### src/ccm_pkg.sv
// ccm_pkg: constants and types shared by the cpu clock select and monitor block
package ccm_pkg;

  // ---------------------------------------------------------------------------
  // configuration codes on the three clock configuration pins
  // ---------------------------------------------------------------------------
  localparam logic [2:0] CCM_CFG_MUL4     = 3'h7;
  localparam logic [2:0] CCM_CFG_MUL3     = 3'h6;
  localparam logic [2:0] CCM_CFG_MUL2     = 3'h5;
  localparam logic [2:0] CCM_CFG_MUL5     = 3'h4;
  localparam logic [2:0] CCM_CFG_DIRECT   = 3'h3;
  localparam logic [2:0] CCM_CFG_MUL1P5   = 3'h2;
  localparam logic [2:0] CCM_CFG_PRESCALE = 3'h1;
  localparam logic [2:0] CCM_CFG_MUL2P5   = 3'h0;
  localparam logic [2:0] CCM_CFG_RESET    = CCM_CFG_MUL4;

  // ---------------------------------------------------------------------------
  // cpu clock half periods per input period (twice the factor)
  // ---------------------------------------------------------------------------
  localparam int         CCM_HALF_W       = 4;
  localparam logic [3:0] CCM_HALF_MUL4    = 4'h8;
  localparam logic [3:0] CCM_HALF_MUL3    = 4'h6;
  localparam logic [3:0] CCM_HALF_MUL2    = 4'h4;
  localparam logic [3:0] CCM_HALF_MUL5    = 4'hA;
  localparam logic [3:0] CCM_HALF_MUL1P5  = 4'h3;
  localparam logic [3:0] CCM_HALF_MUL2P5  = 4'h5;
  localparam logic [3:0] CCM_HALF_NONE    = 4'h0;

  // ---------------------------------------------------------------------------
  // input clock monitor and period measurement
  // ---------------------------------------------------------------------------
  localparam int         CCM_MON_W        = 5;
  localparam logic [4:0] CCM_MON_OVERFLOW = 5'h10;
  localparam logic [4:0] CCM_MON_RESET    = 5'h00;
  localparam int         CCM_PER_W        = 16;
  localparam logic [15:0] CCM_PER_RESET   = 16'h0000;
  localparam logic [15:0] CCM_PER_MAX     = 16'hFFFF;

  // ---------------------------------------------------------------------------
  // clock generation mechanism
  // ---------------------------------------------------------------------------
  typedef enum logic [1:0] {
    CCM_MODE_MULT     = 2'b00,
    CCM_MODE_DIRECT   = 2'b01,
    CCM_MODE_PRESCALE = 2'b10
  } ccm_mode_type;

endpackage : ccm_pkg

### src/ccm_edge_det.sv
// ccm_edge_det: registered level and transition detect of a synchronous input
`timescale 1ns/10ps
module ccm_edge_det (
  input  wire logic clk_i,
  input  wire logic rstn_i,
  input  wire logic level_i,
  output logic      prev_o,
  output logic      rise_o,
  output logic      any_o
);

  logic prev_q;

  always_ff @(posedge clk_i or negedge rstn_i) begin
    if (!rstn_i) begin
      prev_q <= 1'b0;
    end else begin
      prev_q <= level_i;
    end
  end

  assign prev_o = prev_q;
  assign rise_o = level_i & ~prev_q;
  assign any_o  = level_i ^ prev_q;

endmodule : ccm_edge_det

### src/ccm_top.sv
// ccm_top: cpu clock source selection, synthesis and input clock monitor
`timescale 1ns/10ps

module ccm_top
  import ccm_pkg::*;
(
  input  wire logic       clk_i,
  input  wire logic       rstn_i,
  input  wire logic [2:0] clock_config_pins_i,
  input  wire logic       crystal_input_i,
  input  wire logic       pll_clk_i,
  input  wire logic       osc_monitor_disable_i,
  input  wire logic       irq_clear_i,
  output logic            cpu_clk_o,
  output logic            cpu_edge_o,
  output logic            pll_enable_o,
  output logic            osc_fail_interrupt_o,
  output logic            failover_o,
  output logic [2:0]      clock_config_field_o
);

  // ---------------------------------------------------------------------------
  // state
  // ---------------------------------------------------------------------------
  logic [2:0]            cfg_q;
  logic                  cfg_taken_q;
  logic [CCM_MON_W-1:0]  mon_q;
  logic [CCM_MON_W-1:0]  mon_d;
  logic                  fail_q;
  logic                  irq_q;
  logic                  cpu_clk_q;
  logic                  cpu_clk_d;
  logic                  edge_q;
  logic                  pll_en_q;
  logic                  pll_en_d;
  logic                  presc_q;
  logic [CCM_PER_W-1:0]  per_cnt_q;
  logic [CCM_PER_W-1:0]  per_q;
  logic [CCM_PER_W:0]    acc_q;
  logic [CCM_PER_W:0]    acc_d;
  logic                  locked_q;

  // ---------------------------------------------------------------------------
  // input transitions
  // ---------------------------------------------------------------------------
  logic xtal_prev;
  logic xtal_rise;
  logic xtal_any;
  logic pll_prev;
  logic pll_rise;
  logic pll_any;

  ccm_edge_det u_xtal_edge (
    .clk_i   (clk_i),
    .rstn_i  (rstn_i),
    .level_i (crystal_input_i),
    .prev_o  (xtal_prev),
    .rise_o  (xtal_rise),
    .any_o   (xtal_any)
  );

  ccm_edge_det u_pll_edge (
    .clk_i   (clk_i),
    .rstn_i  (rstn_i),
    .level_i (pll_clk_i),
    .prev_o  (pll_prev),
    .rise_o  (pll_rise),
    .any_o   (pll_any)
  );

  // ---------------------------------------------------------------------------
  // configuration capture
  // ---------------------------------------------------------------------------
  // async reset may only load a constant, so the pins are taken on the
  // first edge after release, before any mechanism but the free-running prescaler divider starts
  wire cfg_load = ~cfg_taken_q;

  always_ff @(posedge clk_i or negedge rstn_i) begin
    if (!rstn_i) begin
      cfg_q       <= CCM_CFG_RESET;
      cfg_taken_q <= 1'b0;
    end else if (cfg_load) begin
      cfg_q       <= clock_config_pins_i;
      cfg_taken_q <= 1'b1;
    end
  end
  // no other path writes cfg_q until the next reset

  // ---------------------------------------------------------------------------
  // mode decode
  // ---------------------------------------------------------------------------
  ccm_mode_type              mode;
  logic [CCM_HALF_W-1:0]     half_per;

  always_comb begin
    unique case (cfg_q)
      CCM_CFG_MUL4: begin
        mode     = CCM_MODE_MULT;
        half_per = CCM_HALF_MUL4;
      end
      CCM_CFG_MUL3: begin
        mode     = CCM_MODE_MULT;
        half_per = CCM_HALF_MUL3;
      end
      CCM_CFG_MUL2: begin
        mode     = CCM_MODE_MULT;
        half_per = CCM_HALF_MUL2;
      end
      CCM_CFG_MUL5: begin
        mode     = CCM_MODE_MULT;
        half_per = CCM_HALF_MUL5;
      end
      CCM_CFG_MUL1P5: begin
        mode     = CCM_MODE_MULT;
        half_per = CCM_HALF_MUL1P5;
      end
      CCM_CFG_MUL2P5: begin
        mode     = CCM_MODE_MULT;
        half_per = CCM_HALF_MUL2P5;
      end
      CCM_CFG_PRESCALE: begin
        mode     = CCM_MODE_PRESCALE;
        half_per = CCM_HALF_NONE;
      end
      CCM_CFG_DIRECT: begin
        mode     = CCM_MODE_DIRECT;
        half_per = CCM_HALF_NONE;
      end
    endcase
  end

  wire direct_like = (mode == CCM_MODE_DIRECT) | (mode == CCM_MODE_PRESCALE);
  wire mon_active  = cfg_taken_q & direct_like & ~osc_monitor_disable_i & ~fail_q;
  // fifteen quiet pll rises fill the counter; the sixteenth is the overflow
  wire mon_full    = mon_q == (CCM_MON_OVERFLOW - 5'h01);
  wire mon_hit     = mon_active & ~xtal_any & pll_rise & mon_full;
  wire fail_event  = mon_hit & ~fail_q;

  // ---------------------------------------------------------------------------
  // input clock monitor
  // ---------------------------------------------------------------------------
  // an idle or disabled monitor parks at zero, so re-enabling starts afresh
  always_comb begin
    mon_d = mon_q;
    if (!mon_active) begin
      mon_d = CCM_MON_RESET;
    end else if (xtal_any) begin
      mon_d = CCM_MON_RESET;
    end else if (pll_rise) begin
      mon_d = mon_q + 5'h01;
    end
  end

  always_ff @(posedge clk_i or negedge rstn_i) begin
    if (!rstn_i) begin
      mon_q <= CCM_MON_RESET;
    end else begin
      mon_q <= mon_d;
    end
  end

  // failover is sticky; only rstn_i returns the input clock
  always_ff @(posedge clk_i or negedge rstn_i) begin
    if (!rstn_i) begin
      fail_q <= 1'b0;
    end else if (fail_event) begin
      fail_q <= 1'b1;
    end
  end

  // set wins over a clear in the same cycle, so no failure goes unreported
  wire irq_set = fail_event;
  wire irq_clr = irq_clear_i & ~irq_set;

  always_ff @(posedge clk_i or negedge rstn_i) begin
    if (!rstn_i) begin
      irq_q <= 1'b0;
    end else if (irq_set) begin
      irq_q <= 1'b1;
    end else if (irq_clr) begin
      irq_q <= 1'b0;
    end
  end

  // ---------------------------------------------------------------------------
  // pll power
  // ---------------------------------------------------------------------------
  // after failover the pll keeps running: it is then the only clock left
  assign pll_en_d = ~cfg_taken_q ? 1'b0 :
                    (mode == CCM_MODE_MULT) ? 1'b1 :
                    (fail_q | ~osc_monitor_disable_i);

  always_ff @(posedge clk_i or negedge rstn_i) begin
    if (!rstn_i) begin
      pll_en_q <= 1'b0;
    end else begin
      pll_en_q <= pll_en_d;
    end
  end

  // ---------------------------------------------------------------------------
  // multiplier synthesis
  // ---------------------------------------------------------------------------
  // input period measured in clk_i cycles between rising edges; a phase
  // accumulator spreads 2F half periods over it, so fractional factors
  // need no divider. resolution is limited to one clk_i cycle
  wire [CCM_PER_W:0] acc_sum  = acc_q + {{(CCM_PER_W + 1 - CCM_HALF_W){1'b0}}, half_per};
  wire               acc_wrap = locked_q & (acc_sum >= {1'b0, per_q});
  wire               mul_run  = (mode == CCM_MODE_MULT) & cfg_taken_q;

  assign acc_d = xtal_rise ? {(CCM_PER_W + 1){1'b0}} :
                 acc_wrap  ? (acc_sum - {1'b0, per_q}) : acc_sum;

  always_ff @(posedge clk_i or negedge rstn_i) begin
    if (!rstn_i) begin
      per_cnt_q <= CCM_PER_RESET;
      per_q     <= CCM_PER_RESET;
      locked_q  <= 1'b0;
      acc_q     <= {(CCM_PER_W + 1){1'b0}};
    end else if (mul_run) begin
      if (xtal_rise) begin
        per_q     <= per_cnt_q + 16'h0001;
        per_cnt_q <= CCM_PER_RESET;
        locked_q  <= 1'b1;
      end else if (per_cnt_q != CCM_PER_MAX) begin
        per_cnt_q <= per_cnt_q + 16'h0001;
      end
      acc_q <= acc_d;
    end
  end

  // ---------------------------------------------------------------------------
  // prescaler
  // ---------------------------------------------------------------------------
  // divider runs in every mode; only the select below makes it visible
  always_ff @(posedge clk_i or negedge rstn_i) begin
    if (!rstn_i) begin
      presc_q <= 1'b0;
    end else if (xtal_rise) begin
      presc_q <= ~presc_q;
    end
  end

  // ---------------------------------------------------------------------------
  // cpu clock select
  // ---------------------------------------------------------------------------
  // with the period known, 2F-1 wraps fall between two input rises and the
  // 2F-th lands on the rise itself; the rise toggles too, so odd 2F codes
  // keep their rate and their phase at a rise simply alternates
  wire mul_step  = acc_wrap | xtal_rise;
  wire mul_clk   = mul_step ? ~cpu_clk_q : cpu_clk_q;
  wire presc_clk = xtal_rise ? ~presc_q : presc_q;
  wire src_fail  = fail_q | fail_event;
  wire src_dir   = mode == CCM_MODE_DIRECT;
  wire src_presc = mode == CCM_MODE_PRESCALE;

  assign cpu_clk_d = ~cfg_taken_q ? 1'b0 :
                     src_fail     ? pll_clk_i :
                     src_dir      ? crystal_input_i :
                     src_presc    ? presc_clk :
                     mul_clk;

  // edge mark is registered beside the clock so both change together
  always_ff @(posedge clk_i or negedge rstn_i) begin
    if (!rstn_i) begin
      cpu_clk_q <= 1'b0;
      edge_q    <= 1'b0;
    end else begin
      cpu_clk_q <= cpu_clk_d;
      edge_q    <= cpu_clk_d ^ cpu_clk_q;
    end
  end

  // ---------------------------------------------------------------------------
  // outputs
  // ---------------------------------------------------------------------------
  assign cpu_clk_o            = cpu_clk_q;
  assign cpu_edge_o           = edge_q;
  assign pll_enable_o         = pll_en_q;
  assign osc_fail_interrupt_o = irq_q;
  assign failover_o           = fail_q;
  assign clock_config_field_o = cfg_q;

  // unused detector taps kept for symmetry of the two instances
  wire unused_taps = xtal_prev ^ pll_prev ^ pll_any;

endmodule : ccm_top

### config.mk
export PLATFORM = sky130hd
export DESIGN_NAME = ccm_top
export DESIGN_NICKNAME = d
export VERILOG_FILES = /design/src/ccm_pkg.sv /design/src/ccm_edge_det.sv /design/src/ccm_top.sv
export SDC_FILE = /design/constraint.sdc
export NUM_CORES = 1
export LEC_CHECK = 0
export BUFFER_PORTS_ARGS = -buffer_cell sky130_fd_sc_hd__buf_4
export CAP_MARGIN = 40
export CORE_UTILIZATION = 45
export DETAILED_ROUTE_END_ITERATION = 10
export PLACE_DENSITY_LB_ADDON = 0.15
export SYNTH_ARGS = -nofsm -noshare
export SYNTH_HDL_FRONTEND = slang
export SYNTH_SLANG_ARGS = --single-unit
### constraint.sdc
create_clock -name clk_i -period 13.4 [get_ports clk_i]
set_clock_uncertainty 0.1 [all_clocks]
set_input_delay 2.01 -clock clk_i [delete_from_list [all_inputs] [get_ports clk_i]]
set_output_delay 2.01 -clock clk_i [all_outputs]
set_load 0.01 [all_outputs]
==> results of run 1 <==
-- worst register-to-register path, cell delays in order (launching register included) --
cell	delay, ns
dfstp_2	0.61
inv_1	0.08
ha_1	0.31
mux2_2	0.27
ha_1	0.33
a21o_1	0.16
a21oi_1	0.14
nor4_1	0.39
xor2_1	0.25
ha_1	0.34
a21oi_2	0.22
and2_1	0.22
o41a_1	0.21
a31oi_4	0.13
o21ai_2	0.62
mux2i_1	0.18
a22o_1	0.22
-- layout by cell type, fill, tap and decap left out, types with 3 or more instances in the layout --
cell type / n
a21o_1: 5
a21oi_1: 26
a22o_1: 3
a31oi_1: 8
a32oi_1: 3
and2_1: 5
and3_1: 5
buf_4: 17
clkbuf_8: 10
clkinv_2: 3
dfrtp_1: 64
dfstp_2: 3
ha_1: 28
inv_1: 37
mux2_2: 5
mux2i_1: 10
nand2_1: 51
nand2b_1: 6
nand3_1: 18
nand4_1: 7
nor2_1: 49
nor2b_1: 4
nor3_1: 8
nor4_1: 3
o21a_1: 3
o21ai_0: 14
o21ai_1: 24
o22ai_1: 3
o31ai_1: 9
or2_2: 3
or3_1: 3
xnor2_1: 24
xor2_1: 19
-- kinds of logic (layout without fill, tap and decap cells) --
family,count (synthesis),after routing,synth area share
AND/OR/NAND/NOR,178,178,0.190
AO/OA/AOI/OAI,132,132,0.193
flip-flops,67,67,0.361
buffers and inverters,57,73,0.0527
XOR/XNOR,43,43,0.0810
adder cells (fa/ha/maj),30,30,0.0839
multiplexers,16,16,0.0366
other,1,1,0.000806
-- how the worst max path moves through the flow --
stage / start / endpoint / slack, ns / depth (start not counted)
after floorplan: clock_config_field_o[0] / acc_q[1] / 9.02 / 17
final: clock_config_field_o[0] / acc_q[0] / 8.52 / 16
after CTS: clock_config_field_o[0] / acc_q[0] / 8.57 / 16
after global routing: clock_config_field_o[0] / acc_q[16] / 8.11 / 17
after detailed placement: clock_config_field_o[0] / acc_q[0] / 8.60 / 16
after global placement: clock_config_field_o[0] / acc_q[1] / 8.74 / 16
-- per-layer routing --
layer	track usage	vias to the layer above	share of wire
met4	0.0582	0	0.0076
met2	0.350	72	0.48
met1	0.270	1727	0.47
met3	0.0327	6	0.040
met5	0	-	0
li1	-	1874	-
-- sequential cells by signal, summed over array words and instances (netlist names), 3 cells and up --
name	cells
per_q	16
per_cnt_q	16
acc_q	17
mon_q	5
clock_config_field_o	3
-- stage by stage --
step	setup WS, ns	cell area, µm²	total power [µW]	cells
global placement	8.74	4840	804	654
finish	8.52	5070	981	673
CTS	8.57	5070	986	673
floorplan	9.02	4650	701	524
global route	8.11	5070	1070	673
detailed placement	8.60	4880	813	657
-- area by class of cell --
class                           count  area share
Clock inverter                      5      0.0104
Tap cell                          133      0.0328
Multi-Input combinational cell    400       0.537
Sequential cell                    67       0.331
Clock buffer                       11      0.0279
Timing Repair Buffer               19      0.0321
Inverter                           38      0.0281
-- power by group --
| group | internal [µW] | switching [µW] | total (µW) |
|---|---|---|---|
| clock network | 90.2 | 78.4 | 169 |
| registers | 242 | 41.3 | 283 |
| logic | 231 | 298 | 529 |
| total | 563 | 418 | 981 |
==> key figures, run 1 <==
Outcome
  • Outcome: finished clean

Worst setup path
  • Slowest CP cell: o21ai_2
  • CP Launch Type: flop
  • CP peak stage delay: 0.62 ns
  • Endpoint type of the worst setup path: flop
  • CP top delay family: compound AO/OA/AOI/OAI gates
  • R2r endpoint: acc_q[0]
  • Critical path data arrival time: 5.01 ns
  • Crit path buf inv count: 1
  • CP Max Fanout: 14
  • Critical path cell sequence: inv_1 -> ha_1 -> mux2_2 -> ha_1 -> a21o_1 -> a21oi_1 -> nor4_1 -> xor2_1 -> ha_1 -> a21oi_2 -> and2_1 -> o41a_1 -> a31oi_4 -> o21ai_2 -> mux2i_1 -> a22o_1
  • Worst Reg2Reg Path Length in Cells: 16
  • RR Startpoint: clock_config_field_o[0]
  • CP Class: flop to flop
  • Flop2flop setup slack: 8.52 ns
  • Crit-path most repeated cell: ha_1
  • Worst EP required: 13.53 ns

Floorplanning
  • Initial Utilization: 0.469
  • Die W: 104 µm
  • Die area: 10700 µm²
  • Core ar.: 9910 µm²
  • Die height: 104 µm
  • Cell Rows: 36
  • I/O pins: 17

Yosys
  • Synth Area per Inst: 8.88 µm²
  • Synth cell types: 79
  • Yosys top cell area share: 0.344
  • Count leader, synth: dfrtp_1
  • Mapped Area: 4650 µm²
  • Syn_nets: 563
  • Cells after synthesis: 524
  • Post-synth EDFFs: 0
  • Ys Warns: 0
  • Synth area leader: dfrtp_1
  • #FFs+latches synth: 67
  • Synth top cells by count: dfrtp_1, nand2_1, nor2_1
  • Main area contributors after synthesis: dfrtp_1, ha_1, xnor2_1
  • Async S/R FF share, synth: 1.00
  • Sequential area share after synthesis: 0.361
  • Ys flop type: dfrtp_1

Drt
  • Antenna viol nets, final: 0
  • Vias: 3679
  • First-pass iteration count of the detailed router: 4
  • DRC: 0
  • WL per Instance: 15.5 µm
  • Initial DRC count: 174
  • Routed vias/inst: 5.47
  • Routed wire length: 10.4 mm

Clock tree
  • Clock sink total: 67
  • Post-CTS repair timing setup buffer count: 0
  • CTS H-tree lvls: 3
  • Worst skew pair latency: 0.34 ns
  • # hold bufs at CTS: 0
  • TritonCTS clock tree: done
  • Clk buf depth: 2
  • CTS buffer count: 9
  • Resize count post-CTS: 0
  • CTS root buf: clkbuf_8
  • Reg clk slew, reported paths: 0.07 ns

Worst hold path
  • Hold Crit Endpoint: per_q[7]
  • HP Start: per_q[7]
  • Hold path depth: 2
  • HP Class: flop to flop

Final layout
  • Multi-input gate area: 2730 µm²
  • Register area: 1680 µm²
  • N_diodes: 0
  • Synth-to-Final Area Change: 9.04%
  • Final Util: 0.512
  • Share of layout cells above drive strength 1: 0.119
  • Nets: 574
  • # fillers: 975

Power
  • Leak Pwr: 0.00226 µW
  • VDD IR max: 67.2 µV
  • Power density over the cells: 193 nW/µm²

Timing
  • Final min period: 4.88 ns
  • WHS: 0.382 ns
  • FMAX: 205 MHz
  • RSZ-0062 raised after global routing: no
  • Hold Vio Cnt, Final: 0
  • Worst-Margin Slew: 0.728 ns
  • Setup Total Neg Slack: 0 ns
  • Final setup violation count: 0
  • Crit share post-route: 0.364
  • Final Max Slew Viols: 0
  • Max_slew headroom: 0.514

Global routing
  • Total gr overflow: 0
  • GRT Util Overall: 0.206
  • Initial antenna violation count: 0
  • First-pass GRT wire length: 18.0 mm
  • Number of global-route vias before repair: 3632
  • Largest net degree at the start of global routing: 38

Placed design
  • DP HPWL: 7.67 mm
  • GPL Wtd Cong: 0.884
  • I/O Buffers: 16

Flow run
  • Max-Cap Viols: 0
No activity file was read; power rests on OpenSTA's default activity.
==> run 2: changes to the inputs <==
Clock period 13.4 ns to 4.8 ns, I/O delays scaled along.
==> run 2 against run 1 <==
Effect of this change: total power grew to 2.9 times the previous value; final area grew 2.8%; first-iteration DRC count shrank 18%; critical endpoint is now acc_q[10].
==> key figures, run 2 (synthesized netlist as in run 1, its figures left out) <==
Worst setup path
  • Worst EP required: 4.91 ns (-8.62 ns)
  • Critical path cell sequence: inv_1 -> ha_1 -> mux2_2 -> ha_1 -> a21o_1 -> a21oi_4 -> or3_4 -> xnor2_1 -> ha_1 -> nand3_1 -> o41a_1 -> a31oi_4 -> o21a_4 -> o31a_1 -> o221ai_1
  • CP Max Fanout: 8 (-6)
  • Crit-path most repeated cell: ha_1
  • Slowest CP cell: dfstp_2
  • Critical path data arrival time: 4.71 ns (-0.30 ns)
  • CP Class: flop to flop
  • CP peak stage delay: 0.60 ns (-0.02 ns)
  • Endpoint type of the worst setup path: flop
  • CP Launch Type: flop

Floorplanning
  • Initial Utilization: 0.469 (unchanged)
  • Die height: 104 µm (unchanged)
  • I/O pins: 17 (unchanged)
  • Die W: 104 µm (unchanged)
  • Core ar.: 9910 µm² (unchanged)
  • Cell Rows: 36 (unchanged)
  • Die area: 10700 µm² (unchanged)

Timing
  • RSZ-0062 raised after global routing: no
  • Worst-Margin Slew: 0.681 ns (-0.0475 ns)
  • Final Max Slew Viols: 0 (unchanged)
  • Final setup violation count: 0 (unchanged)
  • Hold Vio Cnt, Final: 0 (unchanged)
  • FMAX: 217 MHz (+6.2%)
  • Max_slew headroom: 0.545 (+0.0307)
  • Crit share post-route: 0.958 (+0.594)
  • Final min period: 4.60 ns (-0.284 ns)

Outcome
  • Outcome: finished clean

Power
  • Tot Pwr: 2840 µW (+190%)
  • VDD IR max: 171 µV (+150%)
  • Power density over the cells: 544 nW/µm² (+180%)
  • Leak Pwr: 0.00230 µW (+1.8%)

Drt
  • Routed vias/inst: 5.50 (+0.57%)
  • Initial DRC count: 143 (-18%)
  • Antenna viol nets, final: 0 (unchanged)
  • WL per Instance: 15.9 µm (+2.6%)
  • Vias: 3755 (+2.1%)
  • Routed wire length: 10.8 mm (+4.2%)
  • DRC: 0 (unchanged)
  • First-pass iteration count of the detailed router: 4 (unchanged)

Final layout
  • Share of layout cells above drive strength 1: 0.149 (+0.0306)
  • Commonest non-fill, non-tap cell in the layout: dfrtp_1
  • Top Registers: acc_q x17, per_cnt_q x16, per_q x16
  • Most frequent cells in the layout: dfrtp_1, nand2_1, nor2_1, inv_1, ha_1
  • Final Util: 0.526 (+0.0143)
  • Multi-input gate area: 2830 µm² (+3.9%)
  • Max reg flops: 17 (unchanged)
  • # fillers: 960 (-1.5%)
  • Nets: 584 (+1.7%)
  • Synth-to-Final Area Change: 12.1%
  • Design area: 5210 µm² (+2.8%)
  • Largest Register: acc_q
  • N_diodes: 0 (unchanged)
  • Register area: 1680 µm² (unchanged)

Placed design
  • I/O Buffers: 16 (unchanged)
  • DP HPWL: 7.80 mm (+1.7%)
  • DP Area: 4900 µm² (+0.46%)
  • GPL Wtd Cong: 0.877 (-0.78%)

Global routing
  • Total gr overflow: 0 (unchanged)
  • Initial antenna violation count: 0 (unchanged)
  • Largest net degree at the start of global routing: 43 (+13%)
  • First-pass GRT wire length: 18.3 mm (+2.0%)
  • GRT Util Overall: 0.211 (+0.00568)
  • Number of global-route vias before repair: 3681 (+1.3%)

Clock tree
  • CTS buffer count: 9 (unchanged)
  • Reg clk slew, reported paths: 0.07 ns (about the same)
  • Clock sink total: 67 (unchanged)
  • TritonCTS clock tree: done
  • Worst skew pair latency: 0.36 ns (+0.02 ns)
  • CTS root buf: clkbuf_8
  • Clk buf depth: 2 (unchanged)
  • # hold bufs at CTS: 0 (unchanged)
  • CTS H-tree lvls: 3 (unchanged)

Worst hold path
  • HP Class: input pin to async pin

Flow run
  • Max-Cap Viols: 0 (unchanged)
run 2: routing by layer:
metal	routed length (µm)	global-route usage
met2	5340	0.357
met3	353	0.0396
met4	127	0.0633
met5	0	0
met1	5010	0.275
run 2: worst max-delay path, delay by kind of cell, from the launching register on:
| family | cells | cell delay (ns) |
|---|---|---|
| AOI/OAI and AO/OA | 7 | 1.70 |
| adders and majority gates | 3 | 0.99 |
| DFF | 1 | 0.60 |
| and+or+nand+nor | 2 | 0.56 |
| muxes | 1 | 0.27 |
| xor gates and xnor gates | 1 | 0.16 |
| buffers and inverters | 1 | 0.08 |
run 2: final timing paths:
check | from | end | slack (ns) | depth (start not counted)
worst max-delay path | clock_config_field_o[0] | acc_q[10] | 0.20 | 15
worst min-delay path | rstn_i | mon_q[2] | 0.18 | 1
worst max register to register | clock_config_field_o[0] | acc_q[10] | 0.20 | 15
worst min register to register | per_q[7] | per_q[7] | 0.38 | 2
max in group asynchronous | rstn_i | clock_config_field_o[0] | 3.84 | 2
min in group clk_i | per_q[7] | per_q[7] | 0.38 | 2
run 2: cell type report:
| class | instances | area share |
|---|---|---|
| timing repair buffer | 27 | 0.0427 |
| multi-input combinational | 402 | 0.544 |
| tap | 133 | 0.0319 |
| clock buffer | 14 | 0.0293 |
| sequential | 67 | 0.322 |
| clock inverter | 2 | 0.00288 |
| inverter | 38 | 0.0274 |
run 2: what timing repair did:
item / 4_1_cts / 5_1_grt
buffers inserted: 0 / 5
gates resized for setup: 1 / 18
gates cloned: 0 / 2
pin swaps: 0 / 7
endpoints found under the setup margin: 3 / 19
run 2: per-stage QoR:
stage	hold WS (ns)	setup TNS [ns]	cells	setup WS (ns)
global route	0.184	0	683	0.00478
floorplan	0.324	0	524	0.418
global placement	0.361	0	657	0.123
detailed placement	0.371	-0.0421	660	-0.0245
CTS	0.178	0	676	0.0460
finish	0.178	0	683	0.202
run 2: power by group:
part	leakage, µW	switching, µW	internal (µW)
Combinational	0.00137	905	717
Sequential	0.000861	116	676
Clock	0.0000769	219	203
==> run 3: changes to the inputs <==
Settings changed: BUFFER_PORTS_ARGS -buffer_cell sky130_fd_sc_hd__buf_4 to -buffer_cell sky130_fd_sc_hd__clkbuf_2.
==> run 3 against run 2 <==
Effect of this change: final area shrank 0.36%; clock power grew 28%; flip-flop and latch count is the same; critical path depth grew 1; sequential power is essentially flat; first-iteration DRC count grew 2.1%; sequential share of layout area grew 0.12 points; via count grew 0.99%; fmax grew 0.25%; count of clock-buffer cells in the layout shrank 4; largest cell class unchanged.
==> key figures, run 3 (synthesized netlist as in run 1, its figures left out) <==
Drt
  • Routed wire length: 10.8 mm (-0.21%)
  • Initial DRC count: 146 (+2.1%)
  • WL per Instance: 15.8 µm (-0.50%)
  • Routed vias/inst: 5.54 (+0.69%)
  • Vias: 3792 (+0.99%)
  • DRC: 0 (unchanged)
  • Antenna viol nets, final: 0 (unchanged)
  • First-pass iteration count of the detailed router: 4 (unchanged)

Timing
  • Final Max Slew Viols: 0 (unchanged)
  • Hold Vio Cnt, Final: 0 (unchanged)
  • WHS: 0.322 ns (+0.143 ns)
  • Worst-Margin Slew: 0.729 ns (+0.0483 ns)
  • FMAX: 218 MHz (+0.25%)
  • Crit share post-route: 0.956 (-0.00235)
  • Worst Slack Setup Final: 0.213 ns (+0.0113 ns)
  • Final setup violation count: 0 (unchanged)
  • Max_slew headroom: 0.514 (-0.0311)
  • Final min period: 4.59 ns (-0.0113 ns)

Global routing
  • Number of global-route vias before repair: 3690 (+0.24%)
  • Initial antenna violation count: 0 (unchanged)
  • First-pass GRT wire length: 18.0 mm (-2.0%)
  • Total gr overflow: 0 (unchanged)
  • Largest net degree at the start of global routing: 39 (-9.3%)
  • GRT Util Overall: 0.208 (-0.00341)

Worst setup path
  • Worst EP required: 4.93 ns (+0.02 ns)
  • CP Class: flop to flop
  • Slowest CP cell: dfstp_2
  • Crit-path most repeated cell: ha_1
  • CP top delay family: compound AO/OA/AOI/OAI gates
  • Critical path data arrival time: 4.72 ns (about the same)
  • CP Launch Type: flop
  • CP Max Fanout: 7 (-1)
  • Crit path buf inv count: 2 (+1)
  • Endpoint type of the worst setup path: flop
  • CP peak stage delay: 0.58 ns (-0.02 ns)
  • Critical path cell sequence: inv_1 -> ha_1 -> mux2_2 -> ha_1 -> a21o_1 -> a21oi_2 -> or3_4 -> xnor2_1 -> ha_2 -> nand3_1 -> o41a_1 -> a31oi_4 -> o21a_4 -> buf_4 -> mux2i_1 -> o22ai_1

Final layout
  • Share of layout cells above drive strength 1: 0.154 (+0.00489)
  • # fillers: 966 (+0.63%)
  • N_diodes: 0 (unchanged)
  • Largest Register: acc_q
  • Top Registers: acc_q x17, per_cnt_q x16, per_q x16
  • Nets: 586 (+0.34%)
  • Most frequent cells in the layout: dfrtp_1, nand2_1, nor2_1, inv_1, ha_1
  • Synth-to-Final Area Change: 11.7%
  • Max reg flops: 17 (unchanged)
  • Commonest non-fill, non-tap cell in the layout: dfrtp_1

Worst hold path
  • HP Class: input pin to async pin

Floorplanning
  • I/O pins: 17 (unchanged)
  • Cell Rows: 36 (unchanged)
  • Die height: 104 µm (unchanged)
  • Core ar.: 9910 µm² (unchanged)
  • Die W: 104 µm (unchanged)
  • Initial Utilization: 0.469 (unchanged)
  • Die area: 10700 µm² (unchanged)

Clock tree
  • Worst skew pair latency: 0.35 ns (about the same)
  • Reg clk slew, reported paths: 0.08 ns (about the same)
  • CTS H-tree lvls: 3 (unchanged)
  • TritonCTS clock tree: done
  • Clock sink total: 67 (unchanged)
  • Clk buf depth: 2 (unchanged)
  • CTS root buf: clkbuf_8
  • CTS buffer count: 9 (unchanged)

Placed design
  • I/O Buffers: 16 (unchanged)
  • GPL Wtd Cong: 0.897 (+2.3%)
  • DP HPWL: 7.61 mm (-2.4%)
  • DP Worst Slack: -0.0164 ns (+0.00818 ns)

Power
  • Leak Pwr: 0.00232 µW (+0.65%)
  • VDD IR max: 192 µV (+13%)
  • Power density over the cells: 562 nW/µm² (+3.4%)

Outcome
  • Outcome: finished clean

Flow run
  • Max-Cap Viols: 0 (unchanged)
[run 3: power by group]
part | switching (µW) | internal (µW) | total [µW]
clock | 234 | 306 | 540
combinational | 892 | 698 | 1590
sequential | 116 | 675 | 791
total | 1240 | 1680 | 2920
[run 3: layer usage]
layer | wire (µm) | track usage | vias up
met4 | 178 | 0.0684 | 0
met1 | 5070 | 0.266 | 1822
met5 | 0 | 0 | -
met2 | 5260 | 0.355 | 58
li1 | - | - | 1899
met3 | 306 | 0.0359 | 13
[run 3: timing repair]
action,in CTS,in global routing
hold endpoints to repair,0,0
hold buffers,0,0
pin swaps,0,5
setup buffers,0,8
gates resized for setup,1,10
gates cloned,0,1
setup endpoints to repair,2,19
[run 3: worst reg2reg max path, cell delays in order (launching register included)]
cell     delay (ns)
dfstp_2        0.58
inv_1          0.07
ha_1           0.30
mux2_2         0.27
ha_1           0.32
a21o_1         0.18
a21oi_2        0.11
or3_4          0.42
xnor2_1        0.16
ha_2           0.37
nand3_1        0.13
o41a_1         0.47
a31oi_4        0.30
o21a_4         0.20
buf_4          0.19
mux2i_1        0.21
o22ai_1        0.09
[run 3: metrics by stage]
stage	cell area, µm²	std cells	setup TNS (ns)	utilization	total power (µW)
after floorplan	4650	524	0	-	1960
after global placement	4830	659	0	0.488	2240
after detailed placement	4840	660	-0.0310	0.489	2270
after CTS	5070	676	0	0.512	2830
after global routing	5190	685	-0.000178	0.524	3150
final	5190	685	0	0.524	2920
[run 3: cell type report]
type | instances | area (µm²) | area share
clock inverter | 6 | 88.8 | 0.0171
inverter | 38 | 143 | 0.0275
sequential | 67 | 1680 | 0.323
clock buffer | 10 | 138 | 0.0265
timing repair buffer | 30 | 185 | 0.0356
tap | 133 | 166 | 0.0320
multi-input combinational | 401 | 2790 | 0.538
[run 3: worst paths after layout]
check | start | end | slack [ns] | cells after the start
setup reg to reg | clock_config_field_o[0] | acc_q[4] | 0.21 | 16
hold reg to reg | per_q[8] | per_q[8] | 0.39 | 2
hold / removal | rstn_i | mon_q[2] | 0.32 | 1
setup / recovery | clock_config_field_o[0] | acc_q[4] | 0.21 | 16
max in group asynchronous | rstn_i | clock_config_field_o[2] | 3.31 | 2
min in group clk_i | per_q[8] | per_q[8] | 0.39 | 2
